`src/rmd_pkg.sv`:
```
// Package of constants and carrier types for the register-move decoder.
package rmd_pkg;

  // ----------------------------------------
  // Instruction word layout
  // ----------------------------------------
  localparam int          INSTR_W       = 14;
  localparam int          DATA_W        = 8;
  localparam int          ADDR_W        = 7;
  localparam logic [5:0]  OP_COPY_HI    = 6'h08;
  localparam logic [6:0]  OP_STORE_HI   = 7'h01;
  localparam int          DEST_BIT      = 7;
  localparam logic [DATA_W-1:0] ACC_RESET = 8'h00;

  // ----------------------------------------
  // Quarter phases of one instruction cycle
  // ----------------------------------------
  typedef enum logic [1:0] {
    PH_Q1 = 2'b00,
    PH_Q2 = 2'b01,
    PH_Q3 = 2'b10,
    PH_Q4 = 2'b11
  } rmd_phase_t;

  // Decoded kind of the current instruction.
  typedef enum logic [1:0] {
    OP_NONE  = 2'b00,
    OP_COPY  = 2'b01,
    OP_STORE = 2'b10
  } rmd_op_t;

  // File register port carrier.
  typedef struct packed {
    logic              wrEn;
    logic [ADDR_W-1:0] addr;
    logic [DATA_W-1:0] wrData;
  } rmd_file_req_t;

  // Result of decoding one instruction word.
  typedef struct packed {
    rmd_op_t           op;
    logic              toFile;
    logic [ADDR_W-1:0] addr;
  } rmd_dec_t;

endpackage : rmd_pkg
```
`src/rmd_core.sv`:
```
// Quarter-phase execution of the register copy and accumulator store.
`timescale 1ns/1ps
module rmd_core
  import rmd_pkg::*;
(
  // Clock and reset
  input  wire logic               ref_clk,
  input  wire logic               rst,
  // Instruction fetch path
  input  wire logic [INSTR_W-1:0] instr,
  output logic                    instrTake,
  // File register port
  input  wire logic [DATA_W-1:0]  fileRdData,
  output rmd_file_req_t           fileReq,
  // Core state
  output logic [DATA_W-1:0]       acc,
  output logic                    zeroFlag,
  output rmd_phase_t              phase
);

  // ----------------------------------------
  // Internal state
  // ----------------------------------------
  rmd_phase_t        phase_q;
  rmd_dec_t          decOut;
  rmd_dec_t          dec_q;
  logic [DATA_W-1:0] src_q;
  logic [DATA_W-1:0] res_q;
  logic [DATA_W-1:0] acc_q;
  logic              zero_q;
  rmd_file_req_t     req_q;

  // Decoder instance.
  rmd_decode uDec (
    .instr (instr),
    .dec   (decOut)
  );

  // ----------------------------------------
  // Phase sequencer
  // ----------------------------------------
  // Steps Q1 to Q4 each clock, one instruction per four steps.
  always_ff @(posedge ref_clk) begin
    if (rst) begin
      phase_q <= PH_Q1;
    end else begin
      phase_q <= rmd_phase_t'(phase_q + 2'd1);
    end
  end

  // The fetched word is consumed in Q1.
  assign instrTake = (phase_q == PH_Q1);

  // ----------------------------------------
  // Decode in Q1
  // ----------------------------------------
  always_ff @(posedge ref_clk) begin
    if (rst) begin
      dec_q <= '0;
    end else if (phase_q == PH_Q1) begin
      dec_q <= decOut;
    end
  end

  // ----------------------------------------
  // Read source in Q2, process in Q3
  // ----------------------------------------
  // Copy reads the file register; store takes the accumulator.
  always_ff @(posedge ref_clk) begin
    if (rst) begin
      src_q <= '0;
      res_q <= '0;
    end else begin
      if (phase_q == PH_Q2) begin
        src_q <= (dec_q.op == OP_STORE) ? acc_q : fileRdData;
      end
      if (phase_q == PH_Q3) begin
        res_q <= src_q;
      end
    end
  end

  // ----------------------------------------
  // Write destination in Q4
  // ----------------------------------------
  // Accumulator is written only by a copy with d clear.
  always_ff @(posedge ref_clk) begin
    if (rst) begin
      acc_q <= ACC_RESET;
    end else if (phase_q == PH_Q4 && dec_q.op == OP_COPY && !dec_q.toFile) begin
      acc_q <= res_q;
    end
  end

  // Zero flag follows a copy of either destination; store leaves it.
  always_ff @(posedge ref_clk) begin
    if (rst) begin
      zero_q <= 1'b0;
    end else if (phase_q == PH_Q4 && dec_q.op == OP_COPY) begin
      zero_q <= (res_q == '0);
    end
  end

  // File write request, asserted during Q4 of a file destination.
  always_ff @(posedge ref_clk) begin
    if (rst) begin
      req_q <= '0;
    end else begin
      req_q.wrEn   <= 1'b0;
      req_q.addr   <= (phase_q == PH_Q1) ? decOut.addr : req_q.addr;
      req_q.wrData <= req_q.wrData;
      if (phase_q == PH_Q3) begin
        req_q.wrData <= src_q;
        if ((dec_q.op == OP_COPY && dec_q.toFile) || dec_q.op == OP_STORE) begin
          req_q.wrEn <= 1'b1;
        end
      end
    end
  end

  // Registered state drives the outputs directly.
  assign fileReq  = req_q;
  assign acc      = acc_q;
  assign zeroFlag = zero_q;
  assign phase    = phase_q;

  // ----------------------------------------
  // Checks
  // ----------------------------------------
  // Q1 sees the copy opcode, so the decoded kind must be copy.
  chk_copy_decode: assert property (@(posedge ref_clk) disable iff (rst)
    phase_q == PH_Q1 && instr[13:8] == 6'h08 |=> dec_q.op == OP_COPY)
    else $error("copy opcode not decoded");

  // The seven-bit address is held for the rest of the cycle.
  chk_copy_addr: assert property (@(posedge ref_clk) disable iff (rst)
    phase_q == PH_Q1 && instr[13:8] == 6'h08 |=> req_q.addr == $past(instr[6:0]))
    else $error("copy address not held");

  // A copy to the accumulator writes no file and loads the Q2 byte.
  chk_copy_to_acc: assert property (@(posedge ref_clk) disable iff (rst)
    phase_q == PH_Q1 && instr[13:7] == 7'h10
      |-> ##3 !req_q.wrEn ##1 acc_q == $past(fileRdData, 3))
    else $error("copy to accumulator wrong");

  // Only a copy with d clear may change the accumulator, at the end of Q4.
  chk_acc_only_copy: assert property (@(posedge ref_clk) disable iff (rst)
    $changed(acc_q) |-> $past(phase_q) == PH_Q4 && $past(dec_q.op) == OP_COPY
      && !$past(dec_q.toFile))
    else $error("accumulator changed outside a copy");

  // A copy onto itself writes the Q2 byte back and spares the accumulator.
  chk_copy_to_file: assert property (@(posedge ref_clk) disable iff (rst)
    phase_q == PH_Q1 && instr[13:7] == 7'h11
      |-> ##3 req_q.wrEn && req_q.wrData == $past(fileRdData, 2)
        && req_q.addr == $past(instr[6:0], 3) ##1 $stable(acc_q))
    else $error("copy to file wrong");

  // The flag follows the moved byte after every copy.
  chk_zero_copy: assert property (@(posedge ref_clk) disable iff (rst)
    phase_q == PH_Q4 && dec_q.op == OP_COPY |=> zero_q == (res_q == 8'h00))
    else $error("zero flag not updated");

  // The flag is worked out from the byte on the read port in Q2.
  chk_zero_from_input: assert property (@(posedge ref_clk) disable iff (rst)
    phase_q == PH_Q1 && instr[13:8] == 6'h08
      |-> ##4 zero_q == ($past(fileRdData, 3) == 8'h00))
    else $error("zero flag not taken from the moved byte");

  // Q1 sees the store pattern, so the decoded kind must be store.
  chk_store_decode: assert property (@(posedge ref_clk) disable iff (rst)
    phase_q == PH_Q1 && instr[13:7] == 7'h01 |=> dec_q.op == OP_STORE)
    else $error("store opcode not decoded");

  // A store leaves the flag and the accumulator as they were.
  chk_store_flags: assert property (@(posedge ref_clk) disable iff (rst)
    phase_q == PH_Q4 && dec_q.op == OP_STORE |=> $stable(zero_q) && $stable(acc_q))
    else $error("store changed state");

  // A store writes the accumulator to the addressed register in Q4.
  chk_store_write: assert property (@(posedge ref_clk) disable iff (rst)
    phase_q == PH_Q1 && instr[13:7] == 7'h01
      |-> ##3 req_q.wrEn && req_q.addr == $past(instr[6:0], 3)
        && req_q.wrData == acc_q)
    else $error("store did not write accumulator");

  // Any other word neither writes nor touches the core state.
  chk_refused_quiet: assert property (@(posedge ref_clk) disable iff (rst)
    phase_q == PH_Q1 && instr[13:8] != 6'h08 && instr[13:7] != 7'h01
      |-> ##3 !req_q.wrEn ##1 $stable(acc_q) && $stable(zero_q))
    else $error("unknown word changed state");

  // The quarters run in order and wrap after Q4.
  chk_phase_order: assert property (@(posedge ref_clk) disable iff (rst)
    phase_q == PH_Q1 |-> ##3 phase_q == PH_Q4 ##1 phase_q == PH_Q1)
    else $error("phase order broken");

  // A new word is taken right after every Q4.
  chk_take_after_q4: assert property (@(posedge ref_clk) disable iff (rst)
    phase_q == PH_Q4 |=> instrTake)
    else $error("word not taken after Q4");

  // The file is written only in Q4.
  chk_wr_in_q4: assert property (@(posedge ref_clk) disable iff (rst)
    req_q.wrEn |-> phase_q == PH_Q4)
    else $error("write outside Q4");

  // A write strobe lasts a single quarter.
  chk_one_write: assert property (@(posedge ref_clk) disable iff (rst)
    req_q.wrEn |=> !req_q.wrEn)
    else $error("write strobe longer than one quarter");

  // Any change of the flag comes from a copy and matches its byte.
  chk_zero_value: assert property (@(posedge ref_clk) disable iff (rst)
    $changed(zero_q) |-> $past(dec_q.op) == OP_COPY && zero_q == ($past(res_q) == 8'h00))
    else $error("zero flag value wrong");

endmodule : rmd_core

```
`src/rmd_decode.sv`:
```
// Combinational decoder of the two data-move instruction words.
`timescale 1ns/1ps
module rmd_decode
  import rmd_pkg::*;
(
  // Instruction word in
  input  wire logic [INSTR_W-1:0] instr,
  // Decoded fields out
  output rmd_dec_t                dec
);

  // ----------------------------------------
  // Opcode match
  // ----------------------------------------
  // Compares the upper fields and splits out destination and address.
  always_comb begin
    dec.op     = OP_NONE;
    dec.toFile = instr[DEST_BIT];
    dec.addr   = instr[ADDR_W-1:0];
    if (instr[13:8] == OP_COPY_HI) begin
      dec.op = OP_COPY;
    end else if (instr[13:7] == OP_STORE_HI) begin
      dec.op = OP_STORE;
    end
  end

endmodule : rmd_decode

```
`config.mk`:
```
export PLATFORM = sky130hd
export DESIGN_NAME = rmd_core
export DESIGN_NICKNAME = d
export VERILOG_FILES = /design/src/rmd_pkg.sv /design/src/rmd_core.sv /design/src/rmd_decode.sv
export SDC_FILE = /design/constraint.sdc
export NUM_CORES = 1
export LEC_CHECK = 0
export ABC_AREA = 0
export CELL_PAD_IN_SITES_DETAIL_PLACEMENT = 0
export CELL_PAD_IN_SITES_GLOBAL_PLACEMENT = 2
export CORE_UTILIZATION = 42
export CTS_BUF_LIST = sky130_fd_sc_hd__clkbuf_4 sky130_fd_sc_hd__clkbuf_8
export CTS_CLUSTER_DIAMETER = 150
export DETAILED_ROUTE_END_ITERATION = 10
export DONT_BUFFER_PORTS = 1
export PLACE_DENSITY_LB_ADDON = 0.1
export SYNTH_ARGS = -nofsm -noshare
export SYNTH_HDL_FRONTEND = slang
export SYNTH_SLANG_ARGS = --single-unit
```
`constraint.sdc`:
```
create_clock -name ref_clk -period 2.2 [get_ports ref_clk]
set_input_delay 0.11 -clock ref_clk [delete_from_list [all_inputs] [get_ports ref_clk]]
set_output_delay 0.11 -clock ref_clk [all_outputs]
set_load 0.005 [all_outputs]
```
==> flow_summary_export.csv <==
group,metric,value,unit
status,status,"complete, no violations",
clock_network,clockRootBuffer,"clkbuf_4",
logic_synthesis,syn_nets,175,
die,die_w,62.3,microns
setup_path,r2r_slack,0.13,ns
pwr,leakage,0.000722,uW
min_path,whs_endpoint,"src_q[2]$_SDFFE_PP0N_",
timing,tightest_slew,0.624,ns
pwr,clkPwrFrac,0.307,
die,start_util,0.447,
placed_design,place_congestion,0.659,
pwr,peakVddDrop,0.485,mV
finish,nNetsFinal,190,
pwr,swShare,0.250,
timing,final_max_slew_viol_count,0,
clock_network,clk_pin_slew_worst_paths,0.11,ns
clock_network,post_cts_buffers,0,
timing,final.setup.tns,0,ns
clock_network,htreeDepth,2,
pwr,power_density,725,nW/um^2
timing,setup_viol,0,
setup_path,r2r_start,"phase[0]$_SDFF_PP0_",
detailed_routing,route.detailed.drc,0,
job,cap_violations,0,
logic_synthesis,syn_area,1530,sq um
global_routing,grt.total_usage,0.173,
setup_path,worstReg2RegEnd,"dec_q[9]$_SDFFE_PP0P_",
logic_synthesis,ys_types,23,
finish,layout-drive-gt1-share,0.0736,
pwr,netSwitchingPower,321,uW
clock_network,cts_buffers,5,
die,boundaryPins,52,
min_path,min_path_type,"in2reg",
global_routing,grt-ovfl-total,0,
detailed_routing,vias,1077,
min_path,whs_path_depth,2,
setup_path,rr_worst_depth,5,
clock_network,clk_latency,0.34,ns
global_routing,grt_pass1_vias,1052,
timing,max_freq,484,MHz
logic_synthesis,syn_inst,147,
finish,syn_to_final_growth,15.9,%
pwr,power_frac_seq,0.583,
clock_network,clockBufferDepth,2,
global_routing,grt_pass1_wl,5.13,mm
logic_synthesis,async_flop_share,0,
logic_synthesis,syn_area_per_cell,10.4,sq um
detailed_routing,wl_per_cell,14.8,microns
detailed_routing,drt_iter0_drc,49,
setup_path,required,2.49,ns
setup_path,crit_path_max_fanout,12,
pwr,pwr-share-comb,0.110,
logic_synthesis,yosys_warnings,0,
finish,utilization,0.518,
setup_path,critPathArrivalTime,2.36,ns
pwr,intPower,962,uW
timing,min_period,2.07,ns
clock_network,clock-sinks,38,
placed_design,numPortBuffers,0,
logic_synthesis,synth_edf_count,0,
finish,diodes,0,
timing,period_share,0.939,
timing,rsz0062_at_grt,"no",
detailed_routing,ant_nets,0,
detailed_routing,via_per_inst,5.15,
global_routing,antenna_found_initial,0,
timing,hold_viol_final,0,
setup_path,critical_path_class,"reg2reg",
detailed_routing,dr.pass1.iters,6,
min_path,worstHoldStart,"fileRdData[2]",
die,dieArea,3880,sq um
setup_path,cp-start-kind,"flop",
timing,worst_clock_skew,0.00688,ns
logic_synthesis,seq_area_frac_synth,0.498,
clock_network,cts_tree,"built",
timing,slew_headroom,0.584,
setup_path,end_kind,"flop",
detailed_routing,wl,3.10,mm
die,die_h,62.3,microns
logic_synthesis,ys_ff_latch,38,
global_routing,grt_start_max_net_pins,42,
placed_design,dp_hpwl,1.94,mm
die,core_area,3420,sq um
logic_synthesis,yosys_most_used_dff,"dfxtp_1",
die,std_cell_rows,21,
-- power groups by stage --
stage	clock, uW	sequential, uW	combinational, uW
floorplan	0	757	100
global placement	0	763	102
detailed placement	0	764	106
CTS	400	749	141
global route	431	754	162
finish	393	748	142
-- worst max-delay path: stages, from the launching register on --
cell,delay [ns]
dfxtp_1,0.39
inv_1,0.10
ha_1,0.56
nand3b_1,0.20
o32ai_1,0.18
dlygate4sd3_1,0.60
-- timing repair --
| item | in CTS | in global routing |
|---|---|---|
| resized for setup | 0 | 0 |
| hold endpoints to repair | 38 | 2 |
| hold buffers | 16 | 2 |
-- stage by stage --
stage / instances / total power (uW) / area [sq um] / hold WS, ns / setup WS [ns]
final: 209 / 1280 / 1770 / 0.0228 / 0.133
after global routing: 209 / 1350 / 1770 / 0.00461 / 0.00165
after CTS: 207 / 1290 / 1750 / 0.00313 / 0.186
after floorplan: 147 / 858 / 1530 / 0.257 / 0.940
after global placement: 183 / 866 / 1520 / 0.184 / 0.782
after detailed placement: 183 / 870 / 1520 / 0.189 / 0.730
-- cell usage after synthesis, types with 2 or more instances --
master	n	share of area
dfxtp_1	38	0.50
nor2_1	33	0.081
mux2i_1	32	0.21
a211oi_1	8	0.039
buf_2	6	0.020
ha_1	4	0.033
inv_1	4	0.0098
nand3b_1	3	0.015
nor4_1	3	0.012
nand2b_1	2	0.0082
o32ai_1	2	0.011
-- per-layer routing --
layer  wire length, microns  global-route usage
met5                      0                   0
met4                     53              0.0785
met3                    221              0.0699
met2                   1500               0.277
met1                   1320               0.202
-- area by class of cell --
type	instances	area, sq um
clock buffer	7	58.8
tap	46	57.6
multi-input combinational	95	683
fill	347	1650
timing repair buffer	18	190
clock inverter	1	5.00
inverter	4	15.0
sequential	38	761
-- cell families after synthesis --
| logic type | synth area share |
|---|---|
| DFF | 0.498 |
| muxes | 0.210 |
| and+or+nand+nor | 0.146 |
| buffers and inverters | 0.0549 |
| adders and majority gates | 0.0328 |
| AOI/OAI and AO/OA | 0.0590 |
-- registers in the layout (all words and copies together), names as in the netlist --
register,count
fileReq,8
dec_q,3
phase,2
acc,8
zeroFlag,1
res_q,8
src_q,8
-- placed cells by master (no fill, tap or decap), drive strengths merged --
cell	instances
nand3	1
nor4	3
ha	4
clkinv	1
dlygate4sd3	17
o31ai	1
or3b	1
dfxtp	38
and4bb	1
inv	4
nand2	1
nor2b	1
mux2i	32
a21oi	1
buf	1
nor2	33
clkbuf	7
nand3b	3
o32ai	2
nand2b	3
a211oi	8
-- worst max path at each step --
stage                             start                     to  slack (ns)  cells past startpoint
finish              phase[0]$_SDFF_PP0_  dec_q[9]$_SDFFE_PP0P_        0.13                      5
global route        phase[0]$_SDFF_PP0_  dec_q[9]$_SDFFE_PP0P_       0.002                      5
global placement    phase[0]$_SDFF_PP0_  src_q[6]$_SDFFE_PP0N_        0.78                      3
CTS                 phase[0]$_SDFF_PP0_  dec_q[9]$_SDFFE_PP0P_        0.19                      5
detailed placement  phase[0]$_SDFF_PP0_  dec_q[8]$_SDFFE_PP0P_        0.73                      4
floorplan           phase[0]$_SDFF_PP0_  src_q[6]$_SDFFE_PP0N_        0.94                      5
(Power assumes the default switching activity.)
